==> src/verilog/vstg_pkg.sv <==
// Package with register map, field layout and types for the video sync timing generator.
`default_nettype none
package vstg_pkg;
  // ---------------------------------------------------------------------------
  // Register map
  // ---------------------------------------------------------------------------
  localparam int VSTG_NUM_REGS = 19;
  localparam int VSTG_REG_W = 12;
  localparam logic [5:0] REG_STATUS = 6'h00;
  localparam logic [5:0] REG_LINE_FRONT_PORCH = 6'h01;
  localparam logic [5:0] REG_LINE_SYNC_END = 6'h02;
  localparam logic [5:0] REG_LINE_BLANK_END = 6'h03;
  localparam logic [5:0] REG_LINE_CLOCK_TOTAL = 6'h04;
  localparam logic [5:0] REG_FRAME_FRONT_PORCH = 6'h05;
  localparam logic [5:0] REG_FRAME_SYNC_END = 6'h06;
  localparam logic [5:0] REG_FRAME_BLANK_END = 6'h07;
  localparam logic [5:0] REG_FRAME_LINE_TOTAL = 6'h08;
  localparam logic [5:0] REG_EQUALIZATION_PULSE_END = 6'h09;
  localparam logic [5:0] REG_SERRATION_PULSE_END = 6'h0A;
  localparam logic [5:0] REG_EQ_SERR_INTERVAL_START = 6'h0B;
  localparam logic [5:0] REG_EQ_SERR_INTERVAL_END = 6'h0C;
  localparam logic [5:0] REG_VERT_INTERRUPT_ON_LINE = 6'h0D;
  localparam logic [5:0] REG_VERT_INTERRUPT_OFF_LINE = 6'h0E;
  localparam logic [5:0] REG_CURSOR_HORIZ_START = 6'h0F;
  localparam logic [5:0] REG_CURSOR_HORIZ_END = 6'h10;
  localparam logic [5:0] REG_CURSOR_VERT_START = 6'h11;
  localparam logic [5:0] REG_CURSOR_VERT_END = 6'h12;
  localparam logic [5:0] REG_LAST_DATA = 6'h12;
  localparam logic [11:0] REG_RESET_VALUE = 12'h000;
  // ---------------------------------------------------------------------------
  // Status fields
  // ---------------------------------------------------------------------------
  localparam int ST_SEL0 = 0;
  localparam int ST_SEL1 = 1;
  localparam int ST_SEL2 = 2;
  localparam int ST_MODE_LO = 3;
  localparam int ST_MODE_HI = 4;
  localparam int ST_POL_VCB = 5;
  localparam int ST_POL_VCS = 6;
  localparam int ST_POL_HBL = 7;
  localparam int ST_POL_HSY = 8;
  localparam int ST_EQ_DISABLE = 9;
  localparam int ST_CLK_ENABLE = 10;
  localparam logic [1:0] MODE_INTERLACED = 2'h0;
  localparam logic [1:0] MODE_NI_DOUBLE = 2'h1;
  localparam logic [1:0] MODE_NI_SINGLE = 2'h3;
  // ---------------------------------------------------------------------------
  // Types
  // ---------------------------------------------------------------------------
  typedef struct packed {
    logic [5:0] addr;
    logic [11:0] data;
  } vstg_wr_t;
  typedef struct packed {
    logic frame_sync_out;
    logic frame_blank_out;
    logic line_out;
    logic line_sync_out;
    logic odd_field;
  } vstg_pins_t;
endpackage
`default_nettype wire

==> src/verilog/vstg_load_port.sv <==
// Register load port: strobe synchroniser, address counter logic and byte assembly.
`default_nettype none
module vstg_load_port
  import vstg_pkg::*;
(
  input wire logic i_sys_clk,
  input wire logic i_reset,
  input wire logic i_load,
  input wire logic i_addr_or_value_select,
  input wire logic i_byte_half_select,
  input wire logic [7:0] i_data,
  output logic o_wr_valid,
  output vstg_wr_t o_wr
);
  // ---------------------------------------------------------------------------
  // Synchronisers
  // ---------------------------------------------------------------------------
  // The strobe is asynchronous to the pixel clock, so all pins pass three stages.
  logic [2:0] load_sync_ff;
  logic [2:0] sel_sync_ff;
  logic [2:0] half_sync_ff;
  logic [7:0] data_s1_ff, data_s2_ff, data_s3_ff;
  logic load_ff;
  always_ff @(posedge i_sys_clk) begin
    if (i_reset) begin
      // The strobe idles high, so the stages start high to avoid a false rise after reset.
      load_sync_ff <= 3'h7;
      sel_sync_ff <= 3'h0;
      half_sync_ff <= 3'h0;
      data_s1_ff <= 8'h00;
      data_s2_ff <= 8'h00;
      data_s3_ff <= 8'h00;
    end else begin
      load_sync_ff <= {load_sync_ff[1:0], i_load};
      sel_sync_ff <= {sel_sync_ff[1:0], i_addr_or_value_select};
      half_sync_ff <= {half_sync_ff[1:0], i_byte_half_select};
      data_s1_ff <= i_data;
      data_s2_ff <= data_s1_ff;
      data_s3_ff <= data_s2_ff;
    end
  end
  always_ff @(posedge i_sys_clk) begin
    if (i_reset) begin
      load_ff <= 1'b1;
    end else if (load_sync_ff[1] == load_sync_ff[2]) begin
      load_ff <= load_sync_ff[2];
    end
  end
  logic load_fall, load_rise;
  assign load_fall = load_ff & ~load_sync_ff[2] & ~load_sync_ff[1];
  assign load_rise = ~load_ff & load_sync_ff[2] & load_sync_ff[1];
  // ---------------------------------------------------------------------------
  // Address counter logic
  // ---------------------------------------------------------------------------
  logic sel_ff, half_ff, auto_ff;
  logic [5:0] addr_ff, start_ff;
  logic [7:0] low_ff;
  always_ff @(posedge i_sys_clk) begin
    if (i_reset) begin
      sel_ff <= 1'b0;
      half_ff <= 1'b0;
      auto_ff <= 1'b0;
    end else if (load_fall) begin
      sel_ff <= sel_sync_ff[2];
      half_ff <= half_sync_ff[2];
      if (!sel_sync_ff[2] && half_sync_ff[2]) begin
        auto_ff <= 1'b1;
      end else if (!sel_sync_ff[2] && !half_sync_ff[2]) begin
        auto_ff <= 1'b0;
      end
    end
  end
  always_ff @(posedge i_sys_clk) begin
    if (i_reset) begin
      addr_ff <= 6'h00;
      start_ff <= 6'h00;
      low_ff <= 8'h00;
    end else if (load_rise) begin
      if (!sel_ff) begin
        addr_ff <= data_s3_ff[5:0];
        start_ff <= data_s3_ff[5:0];
      end else if (!half_ff) begin
        low_ff <= data_s3_ff;
      end else if (auto_ff) begin
        if (addr_ff >= REG_LAST_DATA) begin
          addr_ff <= start_ff;
        end else begin
          addr_ff <= addr_ff + 6'h01;
        end
      end
    end
  end
  // ---------------------------------------------------------------------------
  // Write out
  // ---------------------------------------------------------------------------
  // The low byte is held until the high byte arrives so a register updates whole.
  always_ff @(posedge i_sys_clk) begin
    if (i_reset) begin
      o_wr_valid <= 1'b0;
      o_wr <= '0;
    end else begin
      o_wr_valid <= load_rise & sel_ff & half_ff;
      o_wr.addr <= addr_ff;
      o_wr.data <= {data_s3_ff[3:0], low_ff};
    end
  end
endmodule
`default_nettype wire

==> src/verilog/vstg_reg_file.sv <==
// Register file of nineteen 12-bit timing registers with flat read-out.
`default_nettype none
module vstg_reg_file
  import vstg_pkg::*;
#(
  parameter int NUM_REGS = VSTG_NUM_REGS
) (
  input wire logic i_sys_clk,
  input wire logic i_reset,
  input wire logic i_wr_valid,
  input wire vstg_wr_t i_wr,
  output logic [NUM_REGS*VSTG_REG_W-1:0] o_regs
);
  // ---------------------------------------------------------------------------
  // Storage
  // ---------------------------------------------------------------------------
  genvar g;
  generate
    for (g = 0; g < NUM_REGS; g++) begin : g_reg
      logic [VSTG_REG_W-1:0] reg_ff;
      always_ff @(posedge i_sys_clk) begin
        if (i_reset) begin
          reg_ff <= REG_RESET_VALUE;
        end else if (i_wr_valid && i_wr.addr == 6'(g)) begin
          reg_ff <= i_wr.data;
        end
      end
      assign o_regs[g*VSTG_REG_W +: VSTG_REG_W] = reg_ff;
    end
  endgenerate
endmodule
`default_nettype wire

==> src/verilog/vstg_timing_gen.sv <==
// Top level of the video sync timing generator: counters, comparators and pin muxing.
`default_nettype none
module vstg_timing_gen
  import vstg_pkg::*;
(
  input wire logic i_sys_clk,
  input wire logic i_reset,
  input wire logic i_load,
  input wire logic i_addr_or_value_select,
  input wire logic i_byte_half_select,
  input wire logic [7:0] i_data,
  output logic o_frame_sync,
  output logic o_frame_blank,
  output logic o_line_blank,
  output logic o_line_sync,
  output logic o_odd_field
);
  // ---------------------------------------------------------------------------
  // Load port and register file
  // ---------------------------------------------------------------------------
  logic wr_valid;
  vstg_wr_t wr;
  logic [VSTG_NUM_REGS*VSTG_REG_W-1:0] regs;
  vstg_load_port u_load (
    .i_sys_clk(i_sys_clk),
    .i_reset(i_reset),
    .i_load(i_load),
    .i_addr_or_value_select(i_addr_or_value_select),
    .i_byte_half_select(i_byte_half_select),
    .i_data(i_data),
    .o_wr_valid(wr_valid),
    .o_wr(wr)
  );
  vstg_reg_file #(
    .NUM_REGS(VSTG_NUM_REGS)
  ) u_regs (
    .i_sys_clk(i_sys_clk),
    .i_reset(i_reset),
    .i_wr_valid(wr_valid),
    .i_wr(wr),
    .o_regs(regs)
  );
  function automatic logic [11:0] rg(input logic [5:0] a);
    rg = regs[a*VSTG_REG_W +: VSTG_REG_W];
  endfunction
  logic [11:0] status, r_fp, r_hs, r_hb, r_tot;
  logic [11:0] r_vfp, r_vs, r_vb, r_vtot, r_eq, r_se;
  logic [11:0] r_ws, r_we, r_vi_on, r_vi_off, r_ch0, r_ch1, r_cv0, r_cv1;
  assign status = rg(REG_STATUS);
  assign r_fp = rg(REG_LINE_FRONT_PORCH);
  assign r_hs = rg(REG_LINE_SYNC_END);
  assign r_hb = rg(REG_LINE_BLANK_END);
  assign r_tot = rg(REG_LINE_CLOCK_TOTAL);
  assign r_vfp = rg(REG_FRAME_FRONT_PORCH);
  assign r_vs = rg(REG_FRAME_SYNC_END);
  assign r_vb = rg(REG_FRAME_BLANK_END);
  assign r_vtot = rg(REG_FRAME_LINE_TOTAL);
  assign r_eq = rg(REG_EQUALIZATION_PULSE_END);
  assign r_se = rg(REG_SERRATION_PULSE_END);
  assign r_ws = rg(REG_EQ_SERR_INTERVAL_START);
  assign r_we = rg(REG_EQ_SERR_INTERVAL_END);
  assign r_vi_on = rg(REG_VERT_INTERRUPT_ON_LINE);
  assign r_vi_off = rg(REG_VERT_INTERRUPT_OFF_LINE);
  assign r_ch0 = rg(REG_CURSOR_HORIZ_START);
  assign r_ch1 = rg(REG_CURSOR_HORIZ_END);
  assign r_cv0 = rg(REG_CURSOR_VERT_START);
  assign r_cv1 = rg(REG_CURSOR_VERT_END);
  logic [1:0] mode;
  logic interlaced, double_rate, clk_en;
  assign mode = status[ST_MODE_HI:ST_MODE_LO];
  assign interlaced = (mode == MODE_INTERLACED);
  assign double_rate = (mode != MODE_NI_SINGLE);
  assign clk_en = status[ST_CLK_ENABLE];
  // ---------------------------------------------------------------------------
  // Counters
  // ---------------------------------------------------------------------------
  // The system clock stands in for the inverted pixel clock, so every output
  // flop here updates on the edge that the pixel falling edge maps onto.
  logic [11:0] hcnt_ff, vcnt_ff, half_tot;
  logic half_ff;
  logic line_end, half_mark;
  assign half_tot = {1'b0, r_tot[11:1]};
  assign line_end = (hcnt_ff >= r_tot);
  assign half_mark = (hcnt_ff == half_tot);
  always_ff @(posedge i_sys_clk) begin
    if (i_reset) begin
      hcnt_ff <= 12'h001;
    end else if (clk_en) begin
      hcnt_ff <= line_end ? 12'h001 : hcnt_ff + 12'h001;
    end
  end
  // Vertical unit counter counts half-lines when interlaced; compare in those units.
  logic [12:0] vunit_ff, vunit_max;
  assign vunit_max = interlaced ? {r_vtot, 1'b0} : {1'b0, r_vtot};
  always_ff @(posedge i_sys_clk) begin
    if (i_reset) begin
      vunit_ff <= 13'h0001;
      vcnt_ff <= 12'h001;
      half_ff <= 1'b0;
    end else if (clk_en && (line_end || (interlaced && half_mark))) begin
      if (vunit_ff >= vunit_max) begin
        vunit_ff <= 13'h0001;
      end else begin
        vunit_ff <= vunit_ff + 13'h0001;
      end
      if (line_end) begin
        vcnt_ff <= (vcnt_ff >= r_vtot) ? 12'h001 : vcnt_ff + 12'h001;
        if (interlaced && vcnt_ff == {1'b0, r_vtot[11:1]}) begin
          half_ff <= ~half_ff;
        end
        if (vcnt_ff >= r_vtot) begin
          half_ff <= 1'b0;
        end
      end
    end
  end
  // ---------------------------------------------------------------------------
  // Horizontal flags
  // ---------------------------------------------------------------------------
  logic line_blank_ff, hsync_ff, eq_ff, serr_ff, line_gating_ff;
  logic [11:0] hsub;
  assign hsub = (double_rate && hcnt_ff > half_tot) ? hcnt_ff - half_tot : hcnt_ff;
  always_ff @(posedge i_sys_clk) begin
    if (i_reset) begin
      line_blank_ff <= 1'b0;
      hsync_ff <= 1'b0;
      eq_ff <= 1'b0;
      serr_ff <= 1'b0;
      line_gating_ff <= 1'b0;
    end else if (clk_en) begin
      if (line_end) begin
        line_blank_ff <= 1'b1;
      end else if (hcnt_ff + 12'h001 == r_hb) begin
        line_blank_ff <= 1'b0;
      end
      if (hcnt_ff + 12'h001 == r_fp) begin
        hsync_ff <= 1'b1;
      end else if (hcnt_ff + 12'h001 == r_hs) begin
        hsync_ff <= 1'b0;
      end
      if (hsub + 12'h001 == r_fp) begin
        eq_ff <= 1'b1;
      end else if (hsub + 12'h001 == r_eq) begin
        eq_ff <= 1'b0;
      end
      if (hsub + 12'h001 == r_fp) begin
        serr_ff <= 1'b1;
      end else if (hsub + 12'h001 == r_se) begin
        serr_ff <= 1'b0;
      end
      if (hcnt_ff + 12'h001 == r_ch0) begin
        line_gating_ff <= 1'b1;
      end else if (hcnt_ff + 12'h001 == r_ch1) begin
        line_gating_ff <= 1'b0;
      end
    end
  end
  // Serration low time runs from the porch to serration_pulse_end, so invert its window.
  logic serr_pulse;
  assign serr_pulse = ~serr_ff;
  // ---------------------------------------------------------------------------
  // Vertical flags
  // ---------------------------------------------------------------------------
  logic frame_blank_ff, vsync_ff, vwin_ff, frame_gating_ff, frame_interrupt_pulse_ff;
  logic hb_lead, hs_lead;
  logic [12:0] vu;
  assign hb_lead = clk_en & line_end;
  assign hs_lead = clk_en & (hcnt_ff + 12'h001 == r_fp);
  assign vu = vunit_ff;
  always_ff @(posedge i_sys_clk) begin
    if (i_reset) begin
      frame_blank_ff <= 1'b0;
      vsync_ff <= 1'b0;
      vwin_ff <= 1'b0;
      frame_gating_ff <= 1'b0;
      frame_interrupt_pulse_ff <= 1'b0;
    end else begin
      if (hb_lead) begin
        if (vu >= vunit_max) begin
          frame_blank_ff <= 1'b1;
        end else if (vu + 13'h0001 == {1'b0, r_vb}) begin
          frame_blank_ff <= 1'b0;
        end
        if (vcnt_ff + 12'h001 == r_cv0) begin
          frame_gating_ff <= 1'b1;
        end else if (vcnt_ff + 12'h001 == r_cv1) begin
          frame_gating_ff <= 1'b0;
        end
        if (vu + 13'h0001 == {1'b0, r_vi_on}) begin
          frame_interrupt_pulse_ff <= 1'b1;
        end else if (vu + 13'h0001 == {1'b0, r_vi_off}) begin
          frame_interrupt_pulse_ff <= 1'b0;
        end
        if (vu >= vunit_max || vu + 13'h0001 == {1'b0, r_ws}) begin
          vwin_ff <= (r_ws <= 12'h001) || (vu + 13'h0001 == {1'b0, r_ws});
        end else if (vu + 13'h0001 == {1'b0, r_we}) begin
          vwin_ff <= 1'b0;
        end
      end
      if (hs_lead) begin
        if (vu + 13'h0001 == {1'b0, r_vfp}) begin
          vsync_ff <= 1'b1;
        end else if (vu + 13'h0001 == {1'b0, r_vs}) begin
          vsync_ff <= 1'b0;
        end
      end
    end
  end
  // ---------------------------------------------------------------------------
  // Composite forming and pin selection
  // ---------------------------------------------------------------------------
  logic comp_sync, comp_blank, cursor, eq_on;
  assign eq_on = ~status[ST_EQ_DISABLE];
  always_comb begin
    comp_blank = line_blank_ff | frame_blank_ff;
    if (eq_on && vsync_ff) begin
      comp_sync = serr_pulse;
    end else if (eq_on && vwin_ff) begin
      comp_sync = eq_ff;
    end else begin
      comp_sync = hsync_ff | vsync_ff;
    end
  end
  assign cursor = line_gating_ff & frame_gating_ff;
  vstg_pins_t nxt_pins;
  always_comb begin
    nxt_pins.frame_blank_out = status[ST_SEL0] ? frame_blank_ff : comp_blank;
    nxt_pins.frame_sync_out = status[ST_SEL1] ? vsync_ff : comp_sync;
    if (status[ST_SEL0]) begin
      nxt_pins.line_out = line_blank_ff;
    end else if (status[ST_SEL2]) begin
      nxt_pins.line_out = cursor;
    end else begin
      nxt_pins.line_out = line_gating_ff;
    end
    if (status[ST_SEL1]) begin
      nxt_pins.line_sync_out = hsync_ff;
    end else if (status[ST_SEL2]) begin
      nxt_pins.line_sync_out = frame_interrupt_pulse_ff;
    end else begin
      nxt_pins.line_sync_out = frame_gating_ff;
    end
    nxt_pins.odd_field = interlaced ? ~half_ff : 1'b1;
  end
  // Output flops hold state while the clock-enable bit is off, freezing the pins.
  vstg_pins_t pins_ff;
  always_ff @(posedge i_sys_clk) begin
    if (i_reset) begin
      pins_ff <= '0;
    end else if (clk_en) begin
      pins_ff <= nxt_pins;
    end
  end
  assign o_frame_blank = pins_ff.frame_blank_out ^~ ~status[ST_POL_VCB] ? 1'b0 : 1'b1;
  assign o_frame_sync = status[ST_POL_VCS] ? pins_ff.frame_sync_out : ~pins_ff.frame_sync_out;
  assign o_line_blank = status[ST_POL_HBL] ? pins_ff.line_out : ~pins_ff.line_out;
  assign o_line_sync = status[ST_POL_HSY] ? pins_ff.line_sync_out : ~pins_ff.line_sync_out;
  assign o_odd_field = pins_ff.odd_field;
endmodule
`default_nettype wire

==> config.mk <==
export PLATFORM = sky130hd
export DESIGN_NAME = vstg_timing_gen
export DESIGN_NICKNAME = d
export VERILOG_FILES = /design/src/verilog/vstg_pkg.sv /design/src/verilog/vstg_load_port.sv /design/src/verilog/vstg_reg_file.sv /design/src/verilog/vstg_timing_gen.sv
export SDC_FILE = /design/constraint.sdc
export NUM_CORES = 1
export LEC_CHECK = 0
export ABC_AREA = 1
export BUFFER_PORTS_ARGS = -buffer_cell sky130_fd_sc_hd__buf_2
export CAP_MARGIN = 30
export CORE_MARGIN = 2
export CORE_UTILIZATION = 55
export DETAILED_ROUTE_END_ITERATION = 16
export GPL_TIMING_DRIVEN = 0
export PLACE_DENSITY_LB_ADDON = 0.15
export SLEW_MARGIN = 30
export SYNTH_ARGS = -nofsm -noshare
export SYNTH_HDL_FRONTEND = slang
export SYNTH_SLANG_ARGS = --single-unit
==> constraint.sdc <==
create_clock -name i_sys_clk -period 3.4 [get_ports i_sys_clk]
set_clock_uncertainty 0.05 [all_clocks]
set_input_delay 0.34 -clock i_sys_clk [delete_from_list [all_inputs] [get_ports i_sys_clk]]
set_output_delay 0.34 -clock i_sys_clk [all_outputs]
set_load 0.01 [all_outputs]
==> run_results.csv, run 1 <==
group,metric,value,unit
outcome,outcome,"finished, violations left",
outcome,failed_checks,"negative setup slack",
setup_path,crit_path_end_kind,"flip-flop",
setup_path,category_of_the_most_critical_setup_path,"reg2reg",
drt,mean_number_of_vias_per_cell,5.66,
sta,worst_slack_setup_final,-0.0228,ns
synth,number_of_synthesized_flops_with_an_enable_pin,0,
placement,place_congestion,0.914,
sta,finalMaxSlewViolations,0,
synth,gate_count_post_synth,2577,
setup_path,critical_path.most_common_cell,"sky130_fd_sc_hd__nand2_1",
finish,final_layout_size_suffix_gt1_frac,0.0737,
clocking,worstSkewPairLatency,0.53,ns
synth,netlist-cell-type-count,56,
setup_path,critPathTopFamily,"simple AND/OR/NAND/NOR gates",
synth,avgSynthCellArea,7.08,um^2
sta,setup_viol_count_final,2,
min_path,hold_depth,2,
drt,vias,17706,
finish,post-route-cell-area,20600,um^2
global_route,number_of_global_route_vias_before_repair,16283,
drt,route.detailed.wl_per_inst,18.4,um
floorplan,dieArea,34600,um^2
sta,max_freq,0.292,GHz
finish,nNetsFinal,2726,
placement,detailedPlacementHpwl,40.2,mm
sta,hold_viol,0,
finish,area_delta_synth_final,12.7,%
clocking,tritoncts,"yes",
sta,max-slew-margin-rel,0.259,
drt,drt_wl_total,57.5,mm
setup_path,timing.critical_path.fanout_max,9,
setup_path,worstReg2RegEnd,"eq_ff",
sta,worst_hold_slack,0.267,ns
synth,yosysMostFrequentCell,"sky130_fd_sc_hd__nor2_1",
synth,synth-seq-area-share,0.391,
min_path,whs_endpoint,"u_load.load_sync_ff[2]",
drt,drt_drc,0,
setup_path,worst_path_largest_cell_delay,0.54,ns
synth,asyncSetResetFlopFracSynth,0,
floorplan,io_pins,18,
global_route,global_route_wire_length_before_repair,88.5,mm
synth,synthesis.nets,2645,
placement,dpl.cell_count,3035,
synth,synthTopCellsByCount,"sky130_fd_sc_hd__nor2_1 (467), sky130_fd_sc_hd__dfxtp_1 (356), sky130_fd_sc_hd__nand2_1 (330), sky130_fd_sc_hd__o21ai_0 (296), sky130_fd_sc_hd__inv_1 (281)",
sta,grt_setup_unrepaired,"true",
synth,fraction_of_post_synthesis_cell_area_in_the_top_cell_type_by_area,0.391,
drt,detail-route-antenna-nets,0,
min_path,worstHoldStart,"i_reset",
clocking,clk_pin_slew,0.06,ns
run,max_cap_violations,0,
setup_path,critPathLaunchType,"flip-flop",
global_route,global_route.usage.total,0.332,
placement,dpl_cell_area,18900,um^2
setup_path,r2r_slack,-0.02,ns
drt,drt_pre_antenna_iters,5,
setup_path,cp.required,3.79,ns
synth,ys.flop_type,"sky130_fd_sc_hd__dfxtp_1",
floorplan,core-area,32600,um^2
clocking,cts_root_buf,"sky130_fd_sc_hd__clkbuf_16",
global_route,antenna_found_initial,1,
synth,post_synth_instance_area,18200,um^2
synth,yosysWarningCount,0,
sta,min_period,3.42,ns
global_route,grt_start_max_net_pins,15,
floorplan,die_w,186,um
setup_path,timing.reg2reg.worst_path_depth,24,
sta,fin_crit_sh,1.01,
clocking,numCtsBuffers,40,
floorplan,dieHeight,186,um
min_path,holdCritPathClass,"in2reg",
synth,synth_top_cells_by_area,"sky130_fd_sc_hd__dfxtp_1 (39%), sky130_fd_sc_hd__nor2_1 (9.6%), sky130_fd_sc_hd__o21ai_0 (8.1%)",
setup_path,critical_path.n_buffers_inverters,3,
setup_path,critical_path.reg2reg.startpoint,"hcnt_ff[3]",
global_route,gr-total-overflow,0,
finish,finalCoreUtilization,0.630,
pwr,p_leak,0.00892,uW
pwr,power,8650,uW
clocking,htree_levels,2,
setup_path,cp_slowest_cell,"sky130_fd_sc_hd__dfxtp_1",
synth,post-synth-top-area-cell,"sky130_fd_sc_hd__dfxtp_1",
setup_path,arrival_worst_endpoint,3.82,ns
drt,initialDrtViolationCount,1783,
floorplan,rows,66,
synth,synth_seq_cells,356,
clocking,clkSinkCount,356,
floorplan,floorplan.initialDensity,0.559,
finish,post_layout_nonfiller_instances,3130,
pwr,max_rail_drop_vdd,0.000425,V
finish,antennaDiodeCount,0,
sta,max_slew.worst_pin.slew,1.11,ns
setup_path,timing.critical_path.cells,"ha_1 -> nand2_1 -> nand2_1 -> inv_1 -> nand2_2 -> nand2_2 -> nand3_4 -> buf_6 -> nand3b_1 -> nand2_8 -> ha_4 -> inv_6 -> o21ai_2 -> a21oi_1 -> nand2_1 -> nor2_1 -> nand3_1 -> a21oi_2 -> nand2_1 -> nor2_1 -> nand2_1 -> nor2_1 -> nand2_1 -> a21oi_1",
clocking,cts_buffer_depth,3,
placement,number_of_port_buffers,16,
pwr,powerDensity,421,nW/um^2
placed cells by master, fill, tap and decap left out, types with 11 or more instances in the layout:
cell type,instances
sky130_fd_sc_hd__buf_4,12
sky130_fd_sc_hd__nor3_1,28
sky130_fd_sc_hd__nor4_1,19
sky130_fd_sc_hd__or2_2,16
sky130_fd_sc_hd__dlygate4sd3_1,11
sky130_fd_sc_hd__o21ai_0,294
sky130_fd_sc_hd__xnor2_1,65
sky130_fd_sc_hd__buf_2,19
sky130_fd_sc_hd__nand4_1,34
sky130_fd_sc_hd__ha_1,51
sky130_fd_sc_hd__nand3b_1,20
sky130_fd_sc_hd__dfxtp_1,350
sky130_fd_sc_hd__a211oi_1,15
sky130_fd_sc_hd__clkbuf_16,41
sky130_fd_sc_hd__nand2_1,323
sky130_fd_sc_hd__a21oi_1,190
sky130_fd_sc_hd__nand2_2,22
sky130_fd_sc_hd__xor2_1,80
sky130_fd_sc_hd__nand3_1,100
sky130_fd_sc_hd__nor2_1,463
sky130_fd_sc_hd__clkbuf_1,98
sky130_fd_sc_hd__inv_1,278
power by group:
group	total (uW)	leakage, uW	internal (uW)	switching (uW)
clock	4270	0.000645	2520	1750
combinational	185	0.00540	48.1	137
sequential	4190	0.00287	4190	6.41
stage by stage:
| step | TNS [ns] | worst slack [ns] |
|---|---|---|
| after floorplan | 0 | 0.0241 |
| after global placement | -2.25 | -0.601 |
| after detailed placement | -2.71 | -0.636 |
| after CTS | -0.0141 | -0.0104 |
| after global routing | -0.452 | -0.206 |
| final | -0.0373 | -0.0228 |
registers in the layout, indices dropped and copies added (netlist names), 3 cells and up:
register	flops
hcnt_ff	12
pins_ff	4
u_load.addr_ff	6
u_load.data_s1_ff	8
u_load.data_s2_ff	8
u_load.data_s3_ff	8
u_load.half_sync_ff	3
u_load.load_sync_ff	3
u_load.low_ff	8
u_load.o_wr	18
u_load.sel_sync_ff	3
u_load.start_ff	6
u_regs.g.reg_ff	227
vcnt_ff	12
vu	13
layout make-up:
| class | instances | area (um^2) |
|---|---|---|
| fillers | 2984 | 12100 |
| multi-input cells | 1819 | 9730 |
| flip-flops and latches | 356 | 7130 |
| clock buffers | 61 | 1200 |
| inverters | 294 | 1110 |
| well taps | 442 | 553 |
| plain buffers | 107 | 428 |
| repair buffers | 40 | 295 |
| clock inverters | 11 | 95.1 |
cells by family (layout without fill, tap and decap cells):
group           Yosys count  in the layout  share of synthesized area
xor+xnor                150            150                     0.0728
buf+inv                 402            513                     0.0844
simple gates           1056           1056                      0.252
flops                   356            356                      0.391
compound gates          558            558                      0.162
fa+ha+maj                55             55                     0.0381
metal layers:
layer	vias up	wire, um	GRT usage
met5	-	0	0
met4	0	2270	0.135
met3	144	5100	0.0501
met2	817	26100	0.544
met1	8196	24000	0.440
li1	8549	-	-
worst register-to-register path, delay by kind of cell, from the launching register on:
kind,cells,cell delay [ns]
AO/OA/AOI/OAI,4,0.46
adder cells (fa/ha/maj),2,0.65
buffers and inverters,3,0.31
flip-flops,1,0.54
AND/OR/NAND/NOR,15,1.32
worst max-delay path by stage:
stage | startpoint | endpoint | slack [ns] | cells after the start
2_1_floorplan | hcnt_ff[0] | eq_ff | 0.02 | 27
3_3_place_gp | hcnt_ff[0] | serr_ff | -0.60 | 27
3_5_place_dp | hcnt_ff[0] | eq_ff | -0.64 | 27
4_1_cts | hcnt_ff[0] | eq_ff | -0.01 | 26
5_1_grt | hcnt_ff[0] | serr_ff | -0.21 | 26
6_report | hcnt_ff[3] | eq_ff | -0.02 | 24
what timing repair did:
item | in CTS | in global routing
pin swaps | 6 | 10
gates resized for setup | 17 | 27
setup buffers | 8 | 4
cloned | 0 | 0
endpoints found under the hold margin | 11 | 0
setup endpoints to repair | 13 | 15
hold buffers | 11 | 0
No activity file was read; power rests on OpenSTA's default activity.
==> inputs of run 2 (changes only) <==
REMOVE_ABC_BUFFERS = 1   (was unset)
==> run 2 against run 1 <==
The flow now finishes without violations. Largest power group unchanged. Count of clock-buffer cells in the layout is 9 lower. Combinational power fell by 24%. Sequential power about the same. Worst hold slack got worse by 0.16 ns. Non-clock buffer count is 102 lower. Via count shrank 5.2%. Maximum frequency is 0.73% higher. Core utilization fell by 0.92 points. Critical path depth grew 1. Routed wire length decreased by 10%. Sequential share of layout area increased by 0.63 points.
==> run_results.csv, run 2 (synthesized netlist as in run 1, its figures left out) <==
group,metric,value,unit
finish,post_layout_nonfiller_instances,3025,
global_route,antenna_found_initial,1,
floorplan,dieHeight,186,um
clocking,htree_levels,2,
sta,tns,0,ns
finish,post-route-cell-area,20300,um^2
drt,route.detailed.wl_per_inst,17.1,um
global_route,grt_start_max_net_pins,118,
clocking,clk_pin_slew,0.06,ns
sta,min_period,3.40,ns
global_route,number_of_global_route_vias_before_repair,15120,
finish,nNetsFinal,2623,
finish,antennaDiodeCount,0,
placement,dpl_cell_area,18600,um^2
setup_path,cp.required,3.81,ns
placement,place_congestion,0.940,
clocking,cts_buffer_depth,3,
placement,detailedPlacementHpwl,33.3,mm
finish,commonest_cells_after_routing_fill_and_taps_aside,"sky130_fd_sc_hd__nor2_1 (461), sky130_fd_sc_hd__dfxtp_1 (336), sky130_fd_sc_hd__nand2_1 (322)",
floorplan,floorplan.initialDensity,0.559,
drt,drt_drc,0,
run,max_cap_violations,0,
clocking,clkSinkCount,356,
drt,drt_pre_antenna_iters,9,
sta,grt_setup_unrepaired,"true",
setup_path,critPathTopFamily,"simple AND/OR/NAND/NOR gates",
clocking,tritoncts,"yes",
min_path,holdCritPathClass,"in2reg",
setup_path,worst_path_largest_cell_delay,0.41,ns
placement,placement.setup.worst_slack,-1.06,ns
floorplan,rows,66,
floorplan,core-area,32600,um^2
finish,final_layout_size_suffix_gt1_frac,0.0856,
sta,worst_slack_setup_final,0.00184,ns
setup_path,cp_slowest_cell,"sky130_fd_sc_hd__fa_2",
finish,registers.top_by_ff_count,"u_regs.g.reg_ff",
finish,most_frequent_standard_cell_in_the_layout_excluding_fill_and_tap_cells,"sky130_fd_sc_hd__nor2_1",
drt,drt_wl_total,51.6,mm
setup_path,critical_path.n_buffers_inverters,4,
setup_path,crit_path_end_kind,"flip-flop",
floorplan,io_pins,18,
sta,hold_viol,0,
finish,num-fill-cells,2942,
drt,vias,16778,
global_route,gr-total-overflow,0,
pwr,max_rail_drop_vdd,0.000437,V
setup_path,category_of_the_most_critical_setup_path,"reg2reg",
outcome,outcome,"finished, final reports clean",
global_route,global_route.usage.total,0.295,
drt,mean_number_of_vias_per_cell,5.55,
clocking,cts_root_buf,"sky130_fd_sc_hd__clkbuf_16",
setup_path,arrival_worst_endpoint,3.81,ns
sta,max-slew-margin-rel,0.382,
finish,area_delta_synth_final,11.0,%
sta,max_freq,0.294,GHz
setup_path,critical_path.most_common_cell,"sky130_fd_sc_hd__nand2_2",
sta,max_slew.worst_pin.slew,0.920,ns
pwr,p_leak,0.00883,uW
sta,setup_viol_count_final,0,
floorplan,die_w,186,um
sta,worst_hold_slack,0.109,ns
setup_path,timing.critical_path.fanout_max,6,
clocking,numCtsBuffers,38,
finish,flip_flop_count_of_the_largest_register_all_copies_and_words_added,227,
placement,dpl.cell_count,2931,
pwr,powerDensity,424,nW/um^2
drt,initialDrtViolationCount,1420,
placement,number_of_port_buffers,17,
sta,finalMaxSlewViolations,0,
sta,fin_crit_sh,0.999,
setup_path,critPathLaunchType,"flip-flop",
drt,detail-route-antenna-nets,0,
global_route,global_route_wire_length_before_repair,80.3,mm
clocking,worstSkewPairLatency,0.54,ns
floorplan,dieArea,34600,um^2
[run 2: cell count changes in the layout (fill, tap and decap cells not counted), moves of 3 or more]
cell	delta
sky130_fd_sc_hd__a21oi_1	-3
sky130_fd_sc_hd__a21oi_2	+3
sky130_fd_sc_hd__buf_1	-10
sky130_fd_sc_hd__buf_16	+3
sky130_fd_sc_hd__buf_2	-3
sky130_fd_sc_hd__clkbuf_1	-96
sky130_fd_sc_hd__clkbuf_16	-3
sky130_fd_sc_hd__clkbuf_2	-3
sky130_fd_sc_hd__dfxtp_1	-14
sky130_fd_sc_hd__dfxtp_2	+12
sky130_fd_sc_hd__nor2_2	+3
[run 2: area by class of cell]
type	instances	area [um^2]	share of cell area
Multi-Input combinational cell	1820	9730	0.481
Sequential cell	356	7160	0.353
Clock buffer	52	1120	0.0555
Inverter	294	1120	0.0553
Tap cell	442	553	0.0273
Timing Repair Buffer	45	405	0.0200
Clock inverter	16	161	0.00797
[run 2: layer usage]
metal  global-route usage  vias to the layer above  share of wire
met5                    0                        -              0
met4                0.112                        0          0.035
met3               0.0337                      115          0.063
met2                0.501                      565           0.47
met1                0.386                     7770           0.43
li1                     -                     8328              -
[run 2: final timing paths]
path	start	endpoint	slack, ns	depth (start not counted)
hold / removal	i_reset	u_load.data_s1_ff[2]	0.11	2
setup / recovery	hcnt_ff[0]	eq_ff	0.002	25
hold reg to reg	u_load.half_sync_ff[0]	u_load.half_sync_ff[1]	0.35	2
setup reg to reg	hcnt_ff[0]	eq_ff	0.002	25
[run 2: report_power, final]
group / internal [uW] / switching (uW) / leakage, uW
clock network: 2480 / 1760 / 0.000637
logic: 48.2 / 92.8 / 0.00531
registers: 4190 / 14.4 / 0.00288
[run 2: stage by stage]
stage                     utilization  power [uW]
after global placement          0.566        4420
after CTS                       0.615        8620
after floorplan                     -        4360
final                           0.621        8580
after detailed placement        0.570        4420
after global routing            0.621        8820
[run 2: repair_timing]
item | in CTS | in global routing
resized for setup | 15 | 34
setup endpoints to repair | 30 | 14
pin swaps | 4 | 26
hold endpoints to repair | 11 | 0
gates cloned | 0 | 1
setup buffers | 7 | 7
hold buffers | 11 | 0
